**config.mk**
```make
export PLATFORM = sky130hd
export DESIGN_NAME = pcc_console
export DESIGN_NICKNAME = d
export VERILOG_FILES = /design/src/pcc_console.v
export VERILOG_INCLUDE_DIRS = /design/src /design/src/common
export SDC_FILE = /design/constraint.sdc
export NUM_CORES = 1
export LEC_CHECK = 0
export BUFFER_PORTS_ARGS = -buffer_cell sky130_fd_sc_hd__buf_2
export CAP_MARGIN = 20
export CORE_MARGIN = 3
export CORE_UTILIZATION = 57
export CTS_CLUSTER_DIAMETER = 50
export DETAILED_ROUTE_END_ITERATION = 16
export HOLD_SLACK_MARGIN = 0.12
export PLACE_DENSITY = 0.81
export SLEW_MARGIN = 20
export SYNTH_ARGS = -nofsm -noshare
export SYNTH_HDL_FRONTEND = slang
export SYNTH_SLANG_ARGS = --single-unit
```
**constraint.sdc**
```tcl
create_clock -name clk -period 2.8 [get_ports clk]
set_input_delay 0.28 -clock clk [delete_from_list [all_inputs] [get_ports clk]]
set_output_delay 0.28 -clock clk [all_outputs]
set_load 0.1 [all_outputs]
```
**src/common/pcc_defines.vh**
```
// constants for the paging console control block
`ifndef PCC_DEFINES_VH
`define PCC_DEFINES_VH
// register byte offsets
`define PCC_OFS_CTRL 8'h00
`define PCC_OFS_ZSEL 8'h04
`define PCC_OFS_MUSIC 8'h08
`define PCC_OFS_STAT 8'h0C
`define PCC_OFS_PRIO 8'h10
`define PCC_OFS_BUSY 8'h14
`define PCC_OFS_KEYS 8'h18
`define PCC_OFS_CMD 8'h1C
// ctrl register fields
`define PCC_CTRL_PREGONG 0
`define PCC_CTRL_DIRECTOR 1
`define PCC_CTRL_SINGLEPRG 2
`define PCC_CTRL_CHIME7 3
// reset values
`define PCC_CTRL_RST 4'h0
`define PCC_TXTPRI_RST 4'h5
`define PCC_ALMPRI_RST 4'h8
// fixed priorities
`define PCC_PRI_MUSIC 4'h1
`define PCC_PRI_CALL 4'h5
`define PCC_PRI_DIRECTOR 4'hA
// event kinds sent to the central unit
`define PCC_EV_NONE 3'h0
`define PCC_EV_CALL 3'h1
`define PCC_EV_CHIME 3'h2
`define PCC_EV_TEXT 3'h3
`define PCC_EV_ALARM 3'h4
`define PCC_EV_SALARM 3'h5
// timing, in ms, and clock rate in kHz
`define PCC_CLK_KHZ 40000
`define PCC_BOOT_MS 10000
`define PCC_OFF_HOLD_MS 1000
`define PCC_MUSIC_TO_MS 15000
`define PCC_SLOW_MS 500
`define PCC_FAST_MS 100
`endif

```
**src/pcc_console.v**
```verilog
// paging console control: keys, arbitration, lamps, register slave
// Functional notes
// - zone key toggles zone and its lamp
// - lower priority busy: slow blink, may pre-empt
// - higher priority busy: fast blink, discard request
// - call lasts while talk held, lamp steady
// - selection kept after talk; clear deselects
// - pre-chime lamp lit while pre-chime sent
// - select-all selects all, lights all lamps; pressed again, clears all
// - direct-call keys start call without talk
// - chime key starts chime, priority 6 or 7
// - directing console priority 10 outranks all
// - message key plays message, priority 2..8
// - alarm key alarms all zones, priority 7..9
// - alarm ends on stop or second press
// - second alarm to selection, reselect allowed
// - alarm allowed always; shown on all consoles
// - stop cancels own chime, message or alarm; director stop in idle only clears busy blink
// - standby lamp off, boot blink, ready steady
// - power off needs one second hold
// - alarm key or input boots from standby
// - music mode toggles music zones, clear erases
// - music mode ends on key or timeout
// - single-program: music dims during a call only, not during chime, message or alarm
`timescale 1ns/100ps
`include "pcc_defines.vh"
module pcc_console #(
  parameter NZ = 10,
  parameter BOOT_CYC = `PCC_BOOT_MS * `PCC_CLK_KHZ,
  parameter OFF_CYC = `PCC_OFF_HOLD_MS * `PCC_CLK_KHZ,
  parameter MUSIC_CYC = `PCC_MUSIC_TO_MS * `PCC_CLK_KHZ,
  parameter SLOW_CYC = `PCC_SLOW_MS * `PCC_CLK_KHZ,
  parameter FAST_CYC = `PCC_FAST_MS * `PCC_CLK_KHZ
) (
  // clock and reset
  input wire clk,
  input wire rst,
  // wishbone slave
  input wire wb_cyc_i,
  input wire wb_stb_i,
  input wire wb_we_i,
  input wire [7:0] wb_adr_i,
  input wire [3:0] wb_sel_i,
  input wire [31:0] wb_dat_i,
  output reg [31:0] wb_dat_o,
  output reg wb_ack_o,
  // operator keys, level while pressed
  input wire [NZ-1:0] zone_key,
  input wire all_key,
  input wire clear_key,
  input wire chime_key,
  input wire text_key,
  input wire talk_key,
  input wire power_key,
  input wire stop_key,
  input wire music_key,
  input wire alarm_key,
  input wire salarm_key,
  // central unit status
  input wire [NZ-1:0] zone_busy,
  input wire [3:0] busy_prio,
  input wire ext_alarm,
  input wire sys_ready,
  input wire alarm_active_any,
  input wire chime_done,
  input wire text_done,
  // requests to central unit
  output reg [2:0] ev_kind,
  output reg [3:0] ev_prio,
  output reg [NZ-1:0] ev_zones,
  output reg power_on_req,
  output reg music_dim,
  output reg [NZ-1:0] music_zones,
  // lamps
  output reg [NZ-1:0] zone_lamp,
  output reg all_lamp,
  output reg zone_occupied_lamp,
  output reg chime_lamp,
  output reg text_lamp,
  output reg alarm_lamp,
  output reg music_lamp,
  output reg power_lamp
);
  localparam ST_IDLE = 3'h0;
  localparam ST_CALL = 3'h1;
  localparam ST_CHIME = 3'h2;
  localparam ST_TEXT = 3'h3;
  localparam ST_ALARM = 3'h4;
  localparam PW_OFF = 2'h0;
  localparam PW_BOOT = 2'h1;
  localparam PW_ON = 2'h2;
  localparam [NZ-1:0] ALLZ = {NZ{1'b1}};

  reg [2:0] st_reg;
  reg [1:0] pw_reg;
  reg [NZ-1:0] sel_reg;
  reg [NZ-1:0] mus_reg;
  reg [NZ-1:0] direct_reg;
  reg [3:0] ctrl_reg;
  reg [3:0] txtpri_reg;
  reg [3:0] almpri_reg;
  reg music_mode_reg;
  reg sel_alarm_reg;
  reg pregong_reg;
  reg [1:0] blink_reg;
  reg [31:0] tmr_reg;
  reg [31:0] off_cnt_reg;
  reg [31:0] slow_cnt_reg;
  reg [31:0] fast_cnt_reg;
  reg slow_ph_reg;
  reg fast_ph_reg;
  reg [NZ-1:0] zk_d;
  reg [8:0] fk_d;
  reg clr_d;
  reg [NZ-1:0] zone_press;
  reg [8:0] fk_press;
  reg [3:0] my_prio;
  reg [2:0] want;
  reg [NZ-1:0] want_z;
  reg lower_busy;
  reg higher_busy;
  reg [31:0] rd_data;
  wire [8:0] fk;
  wire all_p, clr_p, chm_p, txt_p, talk_p, pwr_p, stop_p, mus_p, alm_p;
  wire salm_p;
  wire director;
  wire wb_req;
  wire [NZ-1:0] direct_hit;
  wire any_fn;

  assign fk = {salarm_key, alarm_key, music_key, stop_key, power_key,
    talk_key, text_key, chime_key, all_key};
  assign all_p = fk_press[0];
  assign chm_p = fk_press[1];
  assign txt_p = fk_press[2];
  assign talk_p = fk_press[3];
  assign pwr_p = fk_press[4];
  assign stop_p = fk_press[5];
  assign mus_p = fk_press[6];
  assign alm_p = fk_press[7];
  assign salm_p = fk_press[8];
  assign clr_p = clear_key & ~clr_d;
  assign director = ctrl_reg[`PCC_CTRL_DIRECTOR];
  assign wb_req = wb_cyc_i & wb_stb_i & ~wb_ack_o;
  assign direct_hit = zone_press & direct_reg;
  assign any_fn = all_p | clr_p | chm_p | txt_p | stop_p | alm_p | salm_p;

  // rising edge detection of keys
  always @*
  begin
    zone_press = zone_key & ~zk_d;
    fk_press = fk & ~fk_d;
  end

  // priority of the request the operator is making
  always @*
  begin
    want = `PCC_EV_NONE;
    want_z = sel_reg;
    my_prio = `PCC_PRI_CALL;
    if (chm_p)
    begin
      want = `PCC_EV_CHIME;
      my_prio = ctrl_reg[`PCC_CTRL_CHIME7] ? 4'h7 : 4'h6;
    end
    else if (txt_p)
    begin
      want = `PCC_EV_TEXT;
      my_prio = txtpri_reg;
    end
    else if (talk_p || (|direct_hit))
      want = `PCC_EV_CALL;
    if (director)
      my_prio = `PCC_PRI_DIRECTOR;
  end

  // compare against occupied zones; equal never pre-empts
  always @*
  begin
    lower_busy = 1'b0;
    higher_busy = 1'b0;
    if (|(want_z & zone_busy))
    begin
      if (busy_prio >= my_prio)
        higher_busy = 1'b1;
      else
        lower_busy = 1'b1;
    end
  end

  // blink dividers, one-cycle enables toggle phases
  always @(posedge clk)
  begin
    if (rst)
    begin
      slow_cnt_reg <= 32'h0;
      fast_cnt_reg <= 32'h0;
      slow_ph_reg <= 1'b0;
      fast_ph_reg <= 1'b0;
    end
    else
    begin
      slow_cnt_reg <= (slow_cnt_reg >= SLOW_CYC - 1) ? 32'h0
        : slow_cnt_reg + 32'h1;
      fast_cnt_reg <= (fast_cnt_reg >= FAST_CYC - 1) ? 32'h0
        : fast_cnt_reg + 32'h1;
      if (slow_cnt_reg >= SLOW_CYC - 1)
        slow_ph_reg <= ~slow_ph_reg;
      if (fast_cnt_reg >= FAST_CYC - 1)
        fast_ph_reg <= ~fast_ph_reg;
    end
  end

  // main control: power, selection, events, music mode
  always @(posedge clk)
  begin
    if (rst)
    begin
      zk_d <= {NZ{1'b0}};
      fk_d <= 9'h000;
      clr_d <= 1'b0;
      st_reg <= ST_IDLE;
      pw_reg <= PW_OFF;
      sel_reg <= {NZ{1'b0}};
      mus_reg <= {NZ{1'b0}};
      music_mode_reg <= 1'b0;
      sel_alarm_reg <= 1'b0;
      pregong_reg <= 1'b0;
      blink_reg <= 2'h0;
      tmr_reg <= 32'h0;
      off_cnt_reg <= 32'h0;
    end
    else
    begin
      zk_d <= zone_key;
      fk_d <= fk;
      clr_d <= clear_key;
      // power sequencing
      case (pw_reg)
        PW_OFF:
        begin
          if (pwr_p || alm_p || salm_p || ext_alarm)
          begin
            pw_reg <= PW_BOOT;
            tmr_reg <= 32'h0;
          end
        end
        PW_BOOT:
        begin
          tmr_reg <= tmr_reg + 32'h1;
          if (sys_ready || tmr_reg >= BOOT_CYC - 1)
            pw_reg <= PW_ON;
        end
        PW_ON:
        begin
          // hold for the full second; a short tap does nothing
          if (power_key && st_reg != ST_ALARM)
          begin
            off_cnt_reg <= off_cnt_reg + 32'h1;
            if (off_cnt_reg >= OFF_CYC - 1)
            begin
              pw_reg <= PW_OFF;
              st_reg <= ST_IDLE;
              off_cnt_reg <= 32'h0;
            end
          end
          else
            off_cnt_reg <= 32'h0;
        end
        default:
          pw_reg <= PW_OFF;
      endcase
      // music assign mode
      if (music_mode_reg)
      begin
        tmr_reg <= tmr_reg + 32'h1;
        if (mus_p || any_fn || talk_p || tmr_reg >= MUSIC_CYC - 1)
          music_mode_reg <= 1'b0;
        mus_reg <= clr_p ? {NZ{1'b0}} : mus_reg ^ zone_press;
      end
      else if (mus_p && pw_reg == PW_ON && st_reg == ST_IDLE)
      begin
        music_mode_reg <= 1'b1;
        tmr_reg <= 32'h0;
      end
      else
      begin
        // selection kept until changed
        if (clr_p)
          sel_reg <= {NZ{1'b0}};
        else if (all_p)
          sel_reg <= (sel_reg == ALLZ) ? {NZ{1'b0}} : ALLZ;
        else
          sel_reg <= sel_reg ^ zone_press;
      end
      // event state machine
      case (st_reg)
        ST_IDLE:
        begin
          if (alm_p || ext_alarm)
          begin
            st_reg <= ST_ALARM;
            sel_alarm_reg <= 1'b0;
          end
          else if (salm_p)
          begin
            st_reg <= ST_ALARM;
            sel_alarm_reg <= 1'b1;
          end
          else if (pw_reg == PW_ON && !music_mode_reg && want != 3'h0)
          begin
            blink_reg <= {higher_busy, lower_busy};
            if (!higher_busy)
            begin
              if (want == `PCC_EV_CHIME)
                st_reg <= ST_CHIME;
              else if (want == `PCC_EV_TEXT)
                st_reg <= ST_TEXT;
              else
              begin
                st_reg <= ST_CALL;
                pregong_reg <= ctrl_reg[`PCC_CTRL_PREGONG];
              end
            end
          end
          else if (want == 3'h0 && zone_press == {NZ{1'b0}})
            blink_reg <= {higher_busy, lower_busy};
        end
        ST_CALL:
        begin
          if (chime_done)
            pregong_reg <= 1'b0;
          if (!talk_key && !(|(zone_key & direct_reg)))
          begin
            st_reg <= ST_IDLE;
            pregong_reg <= 1'b0;
          end
        end
        ST_CHIME:
          if (chime_done || stop_p)
            st_reg <= ST_IDLE;
        ST_TEXT:
          if (text_done || stop_p)
            st_reg <= ST_IDLE;
        ST_ALARM:
          if (stop_p || (sel_alarm_reg ? salm_p : alm_p))
            st_reg <= ST_IDLE;
        default:
          st_reg <= ST_IDLE;
      endcase
      // an alarm may interrupt any running call, chime or message
      if ((st_reg == ST_CALL || st_reg == ST_CHIME || st_reg == ST_TEXT)
        && (alm_p || salm_p || ext_alarm))
      begin
        st_reg <= ST_ALARM;
        sel_alarm_reg <= salm_p & ~alm_p & ~ext_alarm;
        pregong_reg <= 1'b0;
      end
      if (st_reg == ST_IDLE && director && stop_p)
        blink_reg <= 2'h0;
    end
  end

  // register decode for reads
  always @*
  begin
    rd_data = 32'h0;
    case (wb_adr_i)
      `PCC_OFS_CTRL: rd_data[3:0] = ctrl_reg;
      `PCC_OFS_ZSEL: rd_data[NZ-1:0] = direct_reg;
      `PCC_OFS_MUSIC: rd_data[NZ-1:0] = mus_reg;
      `PCC_OFS_STAT: rd_data[7:0] = {music_mode_reg, pw_reg, st_reg,
        blink_reg};
      `PCC_OFS_PRIO: rd_data[7:0] = {almpri_reg, txtpri_reg};
      `PCC_OFS_BUSY: rd_data[NZ-1:0] = sel_reg;
      default: rd_data = 32'h0;
    endcase
  end

  // wishbone slave: one wait state, unmapped reads zero
  always @(posedge clk)
  begin
    if (rst)
    begin
      wb_ack_o <= 1'b0;
      wb_dat_o <= 32'h0;
      ctrl_reg <= `PCC_CTRL_RST;
      txtpri_reg <= `PCC_TXTPRI_RST;
      almpri_reg <= `PCC_ALMPRI_RST;
      direct_reg <= {NZ{1'b0}};
    end
    else
    begin
      wb_ack_o <= wb_req;
      wb_dat_o <= wb_req ? rd_data : 32'h0;
      if (wb_req && wb_we_i && wb_sel_i[0])
      begin
        case (wb_adr_i)
          `PCC_OFS_CTRL: ctrl_reg <= wb_dat_i[3:0];
          `PCC_OFS_ZSEL: direct_reg <= wb_dat_i[NZ-1:0];
          `PCC_OFS_PRIO:
          begin
            // out-of-range priorities are clamped to the legal span
            if (wb_dat_i[3:0] < 4'h2)
              txtpri_reg <= 4'h2;
            else if (wb_dat_i[3:0] > 4'h8)
              txtpri_reg <= 4'h8;
            else
              txtpri_reg <= wb_dat_i[3:0];
            if (wb_dat_i[7:4] < 4'h7)
              almpri_reg <= 4'h7;
            else if (wb_dat_i[7:4] > 4'h9)
              almpri_reg <= 4'h9;
            else
              almpri_reg <= wb_dat_i[7:4];
          end
          default: ;
        endcase
      end
    end
  end

  // outputs to central unit and lamps, all registered
  always @(posedge clk)
  begin
    if (rst)
    begin
      ev_kind <= 3'h0;
      ev_prio <= 4'h0;
      ev_zones <= {NZ{1'b0}};
      power_on_req <= 1'b0;
      music_dim <= 1'b0;
      music_zones <= {NZ{1'b0}};
      zone_lamp <= {NZ{1'b0}};
      all_lamp <= 1'b0;
      zone_occupied_lamp <= 1'b0;
      chime_lamp <= 1'b0;
      text_lamp <= 1'b0;
      alarm_lamp <= 1'b0;
      music_lamp <= 1'b0;
      power_lamp <= 1'b0;
    end
    else
    begin
      power_on_req <= (pw_reg != PW_OFF);
      power_lamp <= (pw_reg == PW_ON)
        | ((pw_reg == PW_BOOT) & slow_ph_reg);
      music_zones <= mus_reg;
      music_dim <= ctrl_reg[`PCC_CTRL_SINGLEPRG] & (st_reg == ST_CALL);
      music_lamp <= music_mode_reg;
      zone_lamp <= music_mode_reg ? mus_reg : sel_reg;
      all_lamp <= ~music_mode_reg & (sel_reg == ALLZ);
      chime_lamp <= (st_reg == ST_CHIME) | pregong_reg;
      text_lamp <= (st_reg == ST_TEXT);
      alarm_lamp <= (st_reg == ST_ALARM) | alarm_active_any;
      if (st_reg == ST_CALL)
        zone_occupied_lamp <= 1'b1;
      else if (blink_reg[1])
        zone_occupied_lamp <= fast_ph_reg;
      else if (blink_reg[0])
        zone_occupied_lamp <= slow_ph_reg;
      else
        zone_occupied_lamp <= 1'b0;
      case (st_reg)
        ST_CALL:
        begin
          ev_kind <= `PCC_EV_CALL;
          ev_prio <= director ? `PCC_PRI_DIRECTOR : `PCC_PRI_CALL;
          ev_zones <= sel_reg;
        end
        ST_CHIME:
        begin
          ev_kind <= `PCC_EV_CHIME;
          ev_prio <= director ? `PCC_PRI_DIRECTOR
            : (ctrl_reg[`PCC_CTRL_CHIME7] ? 4'h7 : 4'h6);
          ev_zones <= sel_reg;
        end
        ST_TEXT:
        begin
          ev_kind <= `PCC_EV_TEXT;
          ev_prio <= director ? `PCC_PRI_DIRECTOR : txtpri_reg;
          ev_zones <= sel_reg;
        end
        ST_ALARM:
        begin
          ev_kind <= sel_alarm_reg ? `PCC_EV_SALARM : `PCC_EV_ALARM;
          ev_prio <= director ? `PCC_PRI_DIRECTOR : almpri_reg;
          // selective alarm keeps the zones latched from the selection at its key press
          ev_zones <= sel_alarm_reg ? ev_zones : ALLZ;
        end
        default:
        begin
          ev_kind <= `PCC_EV_NONE;
          ev_prio <= `PCC_PRI_MUSIC;
          ev_zones <= {NZ{1'b0}};
        end
      endcase
      if (st_reg != ST_ALARM && salm_p)
        ev_zones <= sel_reg;
    end
  end
endmodule // pcc_console

```
---- Yosys cells after proc, flatten, opt, wreduce, memory -nomap -nowiden ----
Index checks and enable logic that the tools add are counted.
W data, S select, Z words.
operators by class
  $add $sub $neg .......................... 4
  order comparisons ....................... 10
  equality and inequality tests ........... 28
  multiplexer cells ....................... 81
  bitwise gates (word level) .............. 37
  reductions and logical operators ........ 62
operators with widths
  operator                 number
  $mux W32                 5
  $add A32 B1 Y32 const B  4
  $mux W10                 7
  $pmux W32 S2             1
  $mux W4                  11
  $and A10 B10 Y10         4
  $mux W3                  12
  $ge A32 B22 Y1 const B   1
  $ge A32 B25 Y1 const B   1
  $ge A32 B26 Y1 const B   1
  $ge A32 B29 Y1 const B   1
  $ge A32 B30 Y1 const B   1
  $reduce_or A10 Y1        3
  $mux W1                  26
  $pmux W4 S6              1
  $mux W2                  10
  $ne A2 B2 Y1 const B     10
  $pmux W10 S2             1
  $pmux W4 S5              1
  $xor A10 B10 Y10         2
  $eq A8 B4 Y1 const B     2
  $eq A8 B5 Y1 const B     2
  $logic_or A1 B1 Y1       16
  $pmux W4 S4              1
  other kinds (38)         98
storage, ports and cells
  register bits after elaboration ......... 281
  output and inout bits ................... 79
  logic and storage cells ................. 261

---- Logic depth before layout (Yosys ltp) ----
Gate-level depths: netlist (run 1).
  word-level depth ........................ 17
  mapped depth ............................ 11
  mapped depth without buffers ............ 11

---- Worst setup path before layout (run 1) ----
OpenSTA, ideal clock, no wires.
  kind .................................... flip-flop to flip-flop
  from .................................... reg off_cnt_reg[31]
  to ...................................... reg off_cnt_reg[23]
  library setup time ...................... 0.057 ns
  arrival time ............................ 2.198 ns
  setup slack ............................. 0.545 ns
  stages on the path, launching flop included .. 8
  buffers on the path ..................... 2
  clock period less this slack ............ 2.255 ns
  path through ............................ dfxtp_1 -> or4_1 -> or4_1 -> buf_2 -> or4_1 -> buf_6 -> nor3b_2 -> a21o_1
between the ends
  word-level cells in the longest chain between the ends .. 3
RTL lines
  item                      line               source
  start: declaration        pcc_console.v:107  reg [31:0] off_cnt_reg;
  start signal: assignment  pcc_console.v:259  off_cnt_reg <= off_cnt_reg + 32'h1;
  $ge A32 B26 Y1            pcc_console.v:260  if (off_cnt_reg >= OFF_CYC - 1)
  $mux W32                  pcc_console.v:260
  $mux W32                  pcc_console.v:257  if (power_key && st_reg != ST_ALARM)
Every way passes these cells.
A chain may end at the register's enable or synchronous reset.

---- Worst setup path after layout (run 1) ----
  from .................................... reg off_cnt_reg[31]
  to ...................................... reg off_cnt_reg[18]
Same word-level chain as after synthesis.

==> results.md, run 1 <==
Clock network:
- The clock passes through at most 3 buffers.
- The total number of clock tree sinks is 259.
- Clock-pin slew was measured on the worst setup and hold paths at 0.06 ns.
- Clock tree synthesis selected as its root buffer the cell sky130_fd_sc_hd__clkbuf_16.
- Clock latency on the worst-skew pair, taken at its later pin, is 0.53 ns.
- The CTS H-tree depth is 1.
- The TritonCTS clock tree is done.
- The number of buffers created by CTS is 29.
- The number of buffers inserted by post-CTS setup repair is 0.

Global routing:
- The aggregate global routing overflow is 0.
- The first global-routing pass estimated roughly 48 mm of wire.
- The global-route usage over all layers is 0.263.
- The initial antenna violation count is 1.
- The number of global-route vias before repair is slightly below 10,000.
- Entering global routing, the biggest net connects 39 pins.

STA:
- The final max-slew violation count is 0.
- The final period utilization is 0.912.
- The slew at the pin with the worst max-slew slack is 0.778 ns.
- The clock period could shrink to 2.55 ns.
- The fmax is between 300 and 400 MHz.
- The count of endpoints failing setup in the final report is 0.
- Setup repair after global routing left no endpoint under its margin.
- Setup total negative slack on the finished layout was measured at 0 ns.
- The number of hold-slack violations in the final timing report was 0.
- On the final layout, the worst clock skew is 0.0109 ns.
- The headroom to the max-slew limit is 0.478.

Worst hold path:
- In this run the worst hold path is classified as input pin to flip-flop.
- The number of cells traversed by the worst hold path is 4.
- In this run the most critical hold path is launched from ext_alarm.

Route:
- The final route contains ~10,000 vias.
- The aggregate routed wire length is 29.7 mm.
- The routed wirelength normalized by instance count is 16.4 um.
- The detailed-route DRC error count is 0.
- The first-pass iteration count of the detailed router is 6.
- Using the TritonRoute via totals, the vias-per-cell ratio works out to 5.78.
- For this block, the initial DRC count from the detailed router was between 600 and 700.
- The detail route stage leaves a number of antenna-violating nets equal to 0.

Logic synthesis:
- The biggest area contributor in the post-synthesis netlist is sky130_fd_sc_hd__dfxtp_1.
- The netlist area before placement is 11,500 um2.
- The share of flip-flops with an asynchronous set or reset is 0.
- The number of enable flip-flop cells after synthesis is 0.
- In the post-synthesis netlist, the biggest area contributors are sky130_fd_sc_hd__dfxtp_1 (45%), sky130_fd_sc_hd__nor2_1 (5.8%), sky130_fd_sc_hd__nand2_1 (4.0%), sky130_fd_sc_hd__xor2_1 (3.7%), sky130_fd_sc_hd__nand3_1 (2.9%).
- The part of the Yosys area used for sequential elements is 0.452.
- The number of warnings issued by yosys is 0.
- The share of synthesized area in the top cell type comes to 0.452.
- Synthesis produced a netlist whose cell count is ~1,300.
- The mean instance size in the synthesized netlist is 8.54 um2.
- The number of different library cells used by synthesis comes to 68.
- After synthesis the netlist holds a flip-flop and latch count of 259.
- The leading register cell type out of synthesis is sky130_fd_sc_hd__dfxtp_1.

Critical path:
- By startpoint and endpoint, the worst setup path is classified as flip-flop to flip-flop.
- Traced cell by cell, the critical path runs through or4_1 -> or4_1 -> nor4_4 -> a41oi_1 -> a31oi_1.
- The biggest cell delay along the critical path is between 0.6 and 0.7 ns.
- The worst register-to-register path has a depth of 5.
- Data on the critical path is required at its endpoint by around 3.3 ns.
- In this run the critical register-to-register path is launched from off_cnt_reg[31]$_SDFFE_PP0P_.
- STA classifies the critical path startpoint as a flip-flop.
- The worst path arrival time is 3.01 ns.
- The most used cell along the critical path is sky130_fd_sc_hd__or4_1.
- The slowest stage of the critical path is the sky130_fd_sc_hd__or4_1 cell.
- The launching instance or port of the critical path is off_cnt_reg[31]$_SDFFE_PP0P_.
- The worst setup path is captured at a flip-flop.
- Along the worst path, the maximum fanout reaches 14.

Pwr:
- The sequential group share of total power is 0.437.
- The net switching power of the design is 2.34 mW.
- Of the total power, the clock network draws 0.441.
- The leakage power figure is 5.19 nW.
- Cell internal power was estimated by the tool at 6.49 mW.
- The worst voltage drop across the vdd grid is ~480 uV.
- The share of total power dissipated in combinational logic is 0.122.
- The power density over the cells is 643 nW/um2.
- The share of total power consumed by net switching is 0.265.

Outcome:
- The run finished with clean final reports.

Die:
- The region available for standard cell placement spans 19,600 um2.
- For this configuration, the core starts out at a cell density of 0.586.
- The number of placement rows is 51.
- The y dimension of the die is 148 um.
- The die is around 150 um wide.
- The die covers 21,900 um2.
- about 170 I/O pins were placed.

Finish:
- The number of filler cells placed in the layout is 1,512.
- The area added between synthesis and finish is 19.5%.
- Of the cells placed in the final design, the portion with a size suffix greater than 1 is 0.147.
- The net count of the finished layout is about 1,600.
- The design area is 13,700 um2.

Placed design:
- The routability-driven placement congestion ratio is 0.898.
- In this run the tool buffered the top-level ports with 119 buffer cells.
- The placed instances occupy a cell area of 12,400 um2.
- The estimated wirelength of the detail-placed design is 20.5 mm.

Job:
- The number of max-capacitance violations reported is 0.
-- layout by cell type (no fill, tap or decap), types with 15 or more instances in the layout --
cell and count:
sky130_fd_sc_hd__nor3_1 32, sky130_fd_sc_hd__xnor2_1 30, sky130_fd_sc_hd__o2111ai_1 15, sky130_fd_sc_hd__nand3_1 67, sky130_fd_sc_hd__nand4_1 21, sky130_fd_sc_hd__dfxtp_1 258, sky130_fd_sc_hd__a21oi_1 64, sky130_fd_sc_hd__a22oi_1 18
sky130_fd_sc_hd__mux2i_1 22, sky130_fd_sc_hd__nor2b_1 51, sky130_fd_sc_hd__xor2_1 49, sky130_fd_sc_hd__buf_2 118, sky130_fd_sc_hd__dlygate4sd3_1 31, sky130_fd_sc_hd__nor2_1 178, sky130_fd_sc_hd__nand2_1 123, sky130_fd_sc_hd__clkbuf_16 29
sky130_fd_sc_hd__a31oi_1 23, sky130_fd_sc_hd__buf_4 38, sky130_fd_sc_hd__o21ai_0 63, sky130_fd_sc_hd__inv_1 28, sky130_fd_sc_hd__and3_1 16, sky130_fd_sc_hd__conb_1 39
-- timing repair --
action | CTS | global route
endpoints found under the hold margin | 39 | 0
setup endpoints to repair | 0 | 0
hold buffers | 31 | 0
gates resized for setup | 0 | 0
-- final timing paths --
| kind | slack, ns | end |
|---|---|---|
| worst max-delay path | 0.25 | off_cnt_reg[18]$_SDFFE_PP0P_ |
| worst max register to register | 0.25 | off_cnt_reg[18]$_SDFFE_PP0P_ |
| worst min-delay path | 0.16 | sel_alarm_reg$_SDFFE_PP0P_ |
| worst min register to register | 0.44 | fast_cnt_reg[0]$_SDFF_PP0_ |
-- worst max-delay path: cells and delay by family (launching register included) --
family | cells | cell delay, ns
simple gates | 3 | 1.75
compound gates | 2 | 0.43
flops | 1 | 0.30
-- final cells by class --
cell class	count	area, um2	share of cell area
clock buffer	41	831	0.0606
sequential	259	5190	0.378
tap	265	332	0.0242
multi-input combinational	1013	5910	0.431
inverter	28	105	0.00766
antenna	1	2.50	0.000182
clock inverter	10	163	0.0119
timing repair buffer	187	1190	0.0865
-- metrics by stage --
step / hold slack, ns / power, mW / worst slack, ns / std cells / util
2_1_floorplan: 0.401 / 4.69 / 0.545 / 1382 / -
6_report: 0.156 / 8.82 / 0.247 / 1804 / 0.700
3_3_place_gp: 0.428 / 4.94 / 0.335 / 1721 / 0.633
3_5_place_dp: 0.442 / 4.95 / 0.267 / 1721 / 0.633
4_1_cts: 0.120 / 8.85 / 0.263 / 1803 / 0.700
5_1_grt: 0.200 / 9.09 / 0.0230 / 1804 / 0.700
-- power by group through the flow --
stage | logic [mW] | clock network, mW | registers [mW]
floorplan | 0.531 | 0 | 4.16
global placement | 1.01 | 0 | 3.93
detailed placement | 1.02 | 0 | 3.93
CTS | 1.06 | 3.93 | 3.85
global route | 1.14 | 4.09 | 3.86
finish | 1.07 | 3.90 | 3.85
-- kinds of logic (layout without fill, tap and decap cells) --
| group | count (synthesis) | after routing | synth area share |
|---|---|---|---|
| simple gates | 601 | 601 | 0.263 |
| flops | 259 | 259 | 0.452 |
| compound gates | 258 | 258 | 0.145 |
| buf+inv | 110 | 266 | 0.0458 |
| xor+xnor | 79 | 79 | 0.0603 |
| mux | 28 | 28 | 0.0251 |
| fa+ha+maj | 8 | 8 | 0.00872 |
| other cells | 1 | 40 | 0.000327 |
-- cells in the mapped netlist, types with 8 or more instances --
cell and count:
sky130_fd_sc_hd__nor2_1 178, sky130_fd_sc_hd__xnor2_1 30, sky130_fd_sc_hd__nor2b_1 51, sky130_fd_sc_hd__nor4_1 13
sky130_fd_sc_hd__a211oi_1 8, sky130_fd_sc_hd__ha_1 8, sky130_fd_sc_hd__and2_1 12, sky130_fd_sc_hd__and3_1 16
sky130_fd_sc_hd__a22oi_1 18, sky130_fd_sc_hd__and4_1 8, sky130_fd_sc_hd__xor2_1 49, sky130_fd_sc_hd__o2111ai_1 15
sky130_fd_sc_hd__nand4_1 21, sky130_fd_sc_hd__o211ai_1 8, sky130_fd_sc_hd__mux2i_1 22, sky130_fd_sc_hd__nand2_1 123
sky130_fd_sc_hd__a22o_1 13, sky130_fd_sc_hd__nand2b_1 13, sky130_fd_sc_hd__nor3_1 32, sky130_fd_sc_hd__o21ai_0 63
sky130_fd_sc_hd__clkbuf_1 49, sky130_fd_sc_hd__inv_1 28, sky130_fd_sc_hd__a21o_1 10, sky130_fd_sc_hd__or4_1 10
sky130_fd_sc_hd__nor3b_1 14, sky130_fd_sc_hd__a21oi_1 64, sky130_fd_sc_hd__or3_1 12, sky130_fd_sc_hd__dfxtp_1 259
sky130_fd_sc_hd__a31oi_1 23, sky130_fd_sc_hd__nand3_1 67, sky130_fd_sc_hd__buf_4 22
-- metal layers --
layer  track usage  vias up  part of all wire
li1              -     5032                 -
met1         0.345     4850              0.42
met2         0.433      441              0.46
met3        0.0386       96             0.077
met4         0.118        0             0.049
met5             0        -                 0
Note: power is estimated with default switching activity, not from simulation.
==> run 2: changes to the inputs <==
ABC_AREA = 1   (was default)
CORE_UTILIZATION = 58   (was 57)
==> run 2 against run 1 <==
  * Worst setup slack improved by 0.24 ns
  * Clock-buffer cell count shrank 4
  * Wire length rose by 13%
  * Non-clock buffer count down 26
  * Critical path depth increased by 2
  * First-iteration DRC count is 46% higher
  * Core utilization increased by 0.59 points
  * Critical path type unchanged
  * Critical endpoint is now almpri_reg[0]$_SDFFE_PP0P_
  * Highest routed layer unchanged
==> results.md, run 2 <==
STA:
- The count of endpoints failing setup in the final report is 0.
- The tightest hold path in the finished design has a slack of 0.145 ns.
- At the pin with the least slew margin, the transition time is 0.608 ns.
- The headroom to the max-slew limit is 0.594.
- Setup repair after global routing left no endpoint under its margin.
- The final max-slew violation count was 0.
- The total negative slack is 0 ns.
- Subtracting the final worst setup slack from the clock period gives roughly 2.3 ns.
- The clock arrives with 0.00932 ns of skew.
- The number of hold-slack violations in the final timing report came to 0.
- Of the available clock period, the critical path in the final layout requires 0.825.
- Derived from the worst setup path, the maximum achievable clock frequency is about 430 MHz.

Placed design:
- The routability-driven placement congestion ratio is 0.951.
- The count of buffers added on input and output ports is 119.
- The estimated wirelength of the detail-placed design is 23.8 mm.

Finish:
- The number of nets in the layout is around 2,000.
- The count of inserted antenna diode cells is 0.
- Compared with the post-synthesis result, the final layout area differs by 17.4%.
- The fraction of layout instances using a drive strength above 1 is 0.129.
- The library cell used most frequently in the layout, excluding fill and tap cells, is sky130_fd_sc_hd__nand2_1.
- The library cells used most frequently in the layout, excluding fill and tap cells, are sky130_fd_sc_hd__nand2_1 (315), sky130_fd_sc_hd__nor2_1 (261), sky130_fd_sc_hd__dfxtp_1 (259), sky130_fd_sc_hd__inv_1 (224), sky130_fd_sc_hd__buf_2 (119).

Route:
- The detailed router put a total of 14.0 mm of wire on met1.
- For this run, the detailed router's first-pass iteration total came to 5.
- The met3 wirelength from detailed routing is roughly 2.8 mm.
- The routed wirelength normalized by instance count is ~15 um.
- The met2 wire length is around 15 mm.
- The number of vias per cell after detailed routing is around 5.4.
- After the first detailed-routing iteration, the DRC count stood at 1,001.
- The uppermost metal layer occupied by signal nets is met4.
- Summed over all layers, the routed wires come to 33.4 mm.
- For this run, design rule violations remaining after detail routing come to 0.
- The remaining antenna violation count is 0.
- The number of vias after detailed routing is 12,047.

Clock network:
- In this run the number of H-tree levels came out at 1.
- The TritonCTS clock tree is done.
- The number of gates resized after CTS is 0.
- Clock-pin slew was measured on the worst setup and hold paths at 0.06 ns.
- The worst-skew pair later-pin latency is 0.55 ns.
- The cell sitting at the root of the clock tree is a sky130_fd_sc_hd__clkbuf_16.
- Buffers inserted during clock tree synthesis total 31.
- Counting every sink on the clock net gives between 200 and 300.
- The number of buffers between clock root and the deepest sink is 3.

Die:
- For this design the top-level I/O count stands at 167.
- After floorplanning, the core was divided into 52 placement rows.
- The die is between 150 and 200 um wide.
- The die covers 23,200 um2.
- From bottom edge to top edge, the die measures 152 um.
- The area of the core is 20,600 um2.
- The initial cell density of the core is 0.602.

Critical path:
- The critical path goes through nor2_1 -> nand3_1 -> nor2_4 -> nand2_1 -> nor4_1 -> dlygate4sd3_1 -> nor2_1.
- On the worst path, the slowest cell contributes a delay of 0.60 ns.
- STA puts the critical path data arrival time at 2.75 ns.
- The number of cells on the worst reg-to-reg path is 7.
- In this run the critical register-to-register path is launched from wb_ack_o$_SDFF_PP0_.
- The number of buffers and inverters on the critical path is 1.
- The family with the most delay on the worst path is simple AND/OR/NAND/NOR gates.
- Along the worst path, the maximum fanout reaches 5.
- The cell type of the slowest stage on the worst timing path is sky130_fd_sc_hd__dlygate4sd3_1.
- The logic depth of the worst path, buffers included is 7.
- STA classifies the critical path startpoint as a flip-flop.
- Tracing the worst setup path back leads to its startpoint at wb_ack_o$_SDFF_PP0_.
- The most used cell along the critical path is sky130_fd_sc_hd__nor2_1.
- Data on the critical path is required at its endpoint by 3.24 ns.
- STA classifies the critical path endpoint as a flip-flop.
- The critical path is of the flip-flop to flip-flop type.

Logic synthesis:
- Among all flip-flop cells after synthesis, the most frequent one is sky130_fd_sc_hd__dfxtp_1.
- Among all cell types in the netlist, the one instantiated most often is sky130_fd_sc_hd__nand2_1.
- The number of distinct standard cells referenced by the synthesized netlist is 48.
- After synthesis, the most frequently instantiated cells are sky130_fd_sc_hd__nand2_1 (315), sky130_fd_sc_hd__nor2_1 (261), sky130_fd_sc_hd__dfxtp_1 (259).
- Counting flops with a built-in enable in the synthesized netlist gives 0.
- The number of warnings issued by yosys is 0.
- Synthesis produced a netlist whose cell count is 1,751.
- In this run the cell area of the synthesized design comes to 12,400 um2.
- Of all cell types, the one taking the most synthesized area is sky130_fd_sc_hd__dfxtp_1.
- The average instance in the mapped netlist occupies 7.09 um2.
- The area share of the leading cell type in the synthesized netlist is 0.418.
- Of the synthesized area, sequential elements account for 0.418.
- The synthesized design contains 259 register bits.
- By area the synthesized netlist is led by sky130_fd_sc_hd__dfxtp_1 (42%), sky130_fd_sc_hd__nand2_1 (9.5%), sky130_fd_sc_hd__nor2_1 (7.9%), sky130_fd_sc_hd__inv_1 (6.8%), sky130_fd_sc_hd__a21oi_1 (4.6%).
- In the synthesized netlist the async set-or-reset flop fraction comes to 0.

Pwr:
- The leakage power figure is 6.08 nW.
- Dividing total power by cell area gives a power density of 617 nW/um2.
- IR analysis of the VDD net gives a maximum drop of between 400 and 500 uV.

Outcome:
- The flow ran to the end, and the final reports show no timing, DRC or antenna violations.

Global routing:
- The initial antenna violation count was 0.
- The aggregate global routing overflow is 0.
- For this run, the total global-route usage over all layers was measured as 0.279.
- Entering global routing, the biggest net connects 49 pins.
- The first global-routing pass estimated 55.2 mm of wire.
- The number of global-route vias before repair was 11,435.

Job:
- Across the run, the number of max-cap violations was 0.

Worst hold path:
- The number of cells traversed by the worst hold path is 4.
- In this run the most critical hold path is launched from wb_adr_i[2].
- The type of the worst min-delay path is input pin to flip-flop.
## run 2: cell types whose count changed in the layout (fill, tap and decap cells not counted), moves of 23 or more
| cell | change |
|---|---|
| sky130_fd_sc_hd__nand2_1 | +192 |
| sky130_fd_sc_hd__nor2b_1 | -51 |
| sky130_fd_sc_hd__buf_4 | -30 |
| sky130_fd_sc_hd__nor3_1 | +23 |
| sky130_fd_sc_hd__a21oi_1 | +50 |
| sky130_fd_sc_hd__nor2_1 | +83 |
| sky130_fd_sc_hd__nand3_1 | +34 |
| sky130_fd_sc_hd__inv_1 | +196 |
## run 2: kinds of logic (layout without fill, tap and decap cells)
family	Yosys count	count (layout)	synth area share
other	1	39	0.000302
flip-flops	259	259	0.418
adder cells (fa/ha/maj)	8	8	0.00807
buffers and inverters	305	458	0.103
XOR/XNOR	50	50	0.0353
AO/OA/AOI/OAI	278	278	0.124
AND/OR/NAND/NOR	850	850	0.312
## run 2: layer usage
layer | global-route usage | vias up
li1 | - | 5960
met1 | 0.364 | 5448
met2 | 0.464 | 543
met3 | 0.0491 | 96
met4 | 0.106 | 0
met5 | 0 | -
## run 2: what timing repair did
action,in CTS,in global routing
setup buffers,0,0
hold buffers,34,0
endpoints found under the hold margin,44,0
## run 2: area by class of cell
cell class | count | area [um2]
repair buffers | 161 | 996
clock buffers | 37 | 838
inverters | 243 | 912
flip-flops and latches | 259 | 5180
multi-input cells | 1225 | 6090
fillers | 1691 | 6060
well taps | 270 | 338
clock inverters | 17 | 201
## run 2: path summary, 6_finish.rpt
path / to / slack (ns)
min: wb_dat_o[0]$_SDFF_PP0_ / 0.15
min reg2reg: off_cnt_reg[30]$_SDFFE_PP0P_ / 0.44
max reg2reg: almpri_reg[0]$_SDFFE_PP0P_ / 0.49
max: almpri_reg[0]$_SDFFE_PP0P_ / 0.49
## run 2: worst register-to-register path, cell delays in order (launching register included)
cell and delay, ns:
sky130_fd_sc_hd__dfxtp_1 0.32, sky130_fd_sc_hd__nor2_1 0.38, sky130_fd_sc_hd__nand3_1 0.27, sky130_fd_sc_hd__nor2_4 0.24, sky130_fd_sc_hd__nand2_1 0.14, sky130_fd_sc_hd__nor4_1 0.21
sky130_fd_sc_hd__dlygate4sd3_1 0.60, sky130_fd_sc_hd__nor2_1 0.04
## run 2: power by group
part | internal, mW | switching, mW
Clock | 2.43 | 1.62
Sequential | 3.78 | 0.0601
Combinational | 0.229 | 0.865
Total | 6.44 | 2.54
## run 2: through the flow
stage	util	instances	cell area [um2]	total power, mW	setup WS (ns)
6_report	0.706	2212	14600	8.98	0.491
5_1_grt	0.706	2212	14600	9.26	0.328
4_1_cts	0.706	2212	14600	9.00	0.576
3_5_place_dp	0.639	2124	13200	4.96	0.549
3_3_place_gp	0.639	2124	13200	4.95	0.606
2_1_floorplan	-	1789	12600	4.74	0.903
==> run 3: changes to the inputs <==
ABC_AREA = 0   (was 1)
CORE_UTILIZATION = 57   (was 58)
clock period = 2.37 ns   (was 2.8 ns; I/O delays follow)
==> run 3 against run 2 <==
  * Critical endpoint is now ctrl_reg[1]$_SDFFE_PP0P_
  * Cell count is 17% lower
  * First-iteration DRC count is 16% lower
  * Register-to-register slack worse by 0.37 ns
  * Global-route usage is 0.29 points lower
  * Combinational power is 22% higher
  * Clock-buffer cell count is 3 higher
  * Sequential share of layout area is 0.93 points higher
  * Largest cell class unchanged
==> results.md, run 3 (synthesis gave the netlist of run 1 again) <==
Outcome:
- The run finished with clean final reports.

Clock network:
- The CTS H-tree depth is 1.
- The total number of clock tree sinks is 259.
- The longest clock path from root to sink contains 3 buffers.
- The root buffer cell chosen for the clock tree is sky130_fd_sc_hd__clkbuf_16.
- The TritonCTS clock tree is done.
- The clock reaches the later pin of the worst-skew pair after 0.55 ns.
- Clock-pin slew was measured on the worst setup and hold paths at 0.07 ns.
- The number of buffers created by CTS is 30.

STA:
- For the pin with the worst max-slew slack, the measured transition is 0.783 ns.
- The total negative slack is 0 ns.
- The clock period could shrink to 2.32 ns.
- The worst clock skew on the final layout is between 0.015 and 0.02 ns.
- The count of endpoints failing setup in the final report is 0.
- The final worst setup slack is 0.0530 ns.
- The final period utilization is 0.978.
- The number of hold-slack violations in the final timing report was 0.
- Measured against its own limit, the worst slew margin works out to 0.475.
- Derived from the worst setup path, the maximum achievable clock frequency is around 430 MHz.
- The final max-slew violation count came to 0.

Job:
- The number of max-capacitance violations reported is 0.

Pwr:
- Summing internal, switching and leakage power gives between 10 and 15 mW.
- The leakage power figure is roughly 5.4 nW.
- The power density over the cells is approximately 760 nW/um2.
- The worst voltage drop across the vdd grid is 515 uV.

Critical path:
- The worst setup path is of the input pin to flip-flop kind.
- The kind of launch point of the worst setup path is an input pin.
- STA classifies the critical path endpoint as a flip-flop.
- Data arrives at the worst endpoint at around 2.7 ns.
- The critical path data required time is 2.79 ns.
- Of all nets on the critical path, the largest fanout is 10.

Die:
- The initial utilization of the core area, before any placement, comes to 0.586.
- The die covers 21,900 um2.
- The number of placement rows is 51.
- The die outline width is 148 um.
- The die is 148 um tall.
- The count of pins on the block boundary is 167.
- In this run the standard cell core region covers between 15,000 and 20,000 um2.

Global routing:
- The first global-routing pass estimated 50.3 mm of wire.
- Across every metal layer, demand over resource in global routing totals 0.276.
- Entering global routing, the biggest net connects 39 pins.
- The number of global-route vias before repair is 10,135.
- The total overflow left after global routing is 0.
- The initial antenna violation count came to 0.

Placed design:
- Including well taps, the total number of placed cells is 1,742.
- The routability-driven placement congestion ratio is 0.957.
- Input and output buffers added on the ports amount to 119.
- OpenSTA, run right after detailed placement, puts the worst setup slack at -0.111 ns.
- The estimated wirelength of the detail-placed design is about 21 mm.

Route:
- After the first detailed-routing iteration, the DRC count stood at 836.
- The remaining antenna violation count is 0.
- Wires add up to 31.2 mm.
- The number of vias after detailed routing is 10,611.
- The number of vias per cell after detailed routing is 5.76.
- In the routed design, unresolved DRC markers number 0.
- The first detailed-routing pass took 5 iterations.
- The routed wirelength normalized by instance count is 17.0 um.

Finish:
- The net count of the finished layout is 1,648.
- The library cell used most frequently in the layout, excluding fill and tap cells, is sky130_fd_sc_hd__dfxtp_1.
- Measured on the finished design, the core utilization comes to 0.725.
- In the final layout, the share of cells above drive strength 1 is 0.172.
- The finished layout holds 1,841 standard cells, fillers aside.
- Compared with the post-synthesis result, the final layout area differs by 23.7%.
- The library cells used most frequently in the layout, excluding fill and tap cells, are sky130_fd_sc_hd__dfxtp_1 (258), sky130_fd_sc_hd__nor2_1 (178), sky130_fd_sc_hd__nand2_1 (123), sky130_fd_sc_hd__buf_2 (118), sky130_fd_sc_hd__nand3_1 (66).
- The count of inserted antenna diode cells is 0.

Worst hold path:
- The type of the worst min-delay path is input pin to flip-flop.
==> run 3: cell count changes in the layout (fill, tap and decap cells not counted), moves of 24 or more <==
cell / before / now
sky130_fd_sc_hd__inv_1: 224 / 28
sky130_fd_sc_hd__nor2_1: 261 / 178
sky130_fd_sc_hd__nand2_1: 315 / 123
sky130_fd_sc_hd__a21oi_1: 114 / 64
sky130_fd_sc_hd__nor3_1: 55 / 31
sky130_fd_sc_hd__buf_4: 8 / 58
sky130_fd_sc_hd__nand3_1: 101 / 66
sky130_fd_sc_hd__nor2b_1: 0 / 50
==> run 3: area by class of cell <==
| cell class | instances | area, um2 |
|---|---|---|
| Inverter | 28 | 105 |
| Clock inverter | 16 | 223 |
| Clock buffer | 40 | 880 |
| Fill cell | 1455 | 5390 |
| Tap cell | 265 | 332 |
| Sequential cell | 259 | 5190 |
| Timing Repair Buffer | 220 | 1490 |
| Multi-Input combinational cell | 1013 | 5980 |
==> run 3: path summary, 6_finish.rpt <==
check                              start                      endpoint  slack [ns]  cells past startpoint
max                              wb_we_i      ctrl_reg[1]$_SDFFE_PP0P_        0.05                      9
min                          wb_adr_i[6]    txtpri_reg[0]$_SDFFE_PP1P_        0.19                      4
max reg2reg  off_cnt_reg[0]$_SDFFE_PP0P_  off_cnt_reg[31]$_SDFFE_PP0P_        0.12                      8
min reg2reg   fast_cnt_reg[0]$_SDFF_PP0_    fast_cnt_reg[0]$_SDFF_PP0_        0.45                      1
==> run 3: report_power, final <==
group	switching [mW]	internal, mW	total [mW]
combinational	0.964	0.370	1.33
sequential	0.0966	4.47	4.57
clock	1.88	3.07	4.95
total	2.94	7.91	10.9
==> run 3: timing repair <==
item,4_1_cts,5_1_grt
endpoints found under the hold margin,45,0
buffers inserted,2,1
gates resized for setup,0,18
endpoints found under the setup margin,6,21
hold buffers,39,0
gates cloned,0,1
pin swaps,1,3
==> run 3: stage by stage <==
| stage | cell area [um2] | hold WS, ns |
|---|---|---|
| after floorplan | 11600 | 0.358 |
| after global placement | 12600 | 0.429 |
| after detailed placement | 12600 | 0.438 |
| after CTS | 14100 | 0.129 |
| after global routing | 14200 | 0.189 |
| final | 14200 | 0.186 |
==> run 3: critical path, stage by stage <==
cell	delay [ns]
sky130_fd_sc_hd__dlygate4sd3_1	0.52
sky130_fd_sc_hd__buf_2	0.10
sky130_fd_sc_hd__nand2_1	0.03
sky130_fd_sc_hd__dlygate4sd3_1	0.55
sky130_fd_sc_hd__nor3_1	0.49
sky130_fd_sc_hd__buf_4	0.28
sky130_fd_sc_hd__nand3_1	0.25
sky130_fd_sc_hd__mux2i_1	0.23
sky130_fd_sc_hd__nor2_1	0.05
==> run 3: layer usage <==
layer / part of all wire / track usage
met1: 0.41 / 0.356
met2: 0.47 / 0.464
met3: 0.076 / 0.0417
met4: 0.042 / 0.119
met5: 0 / 0
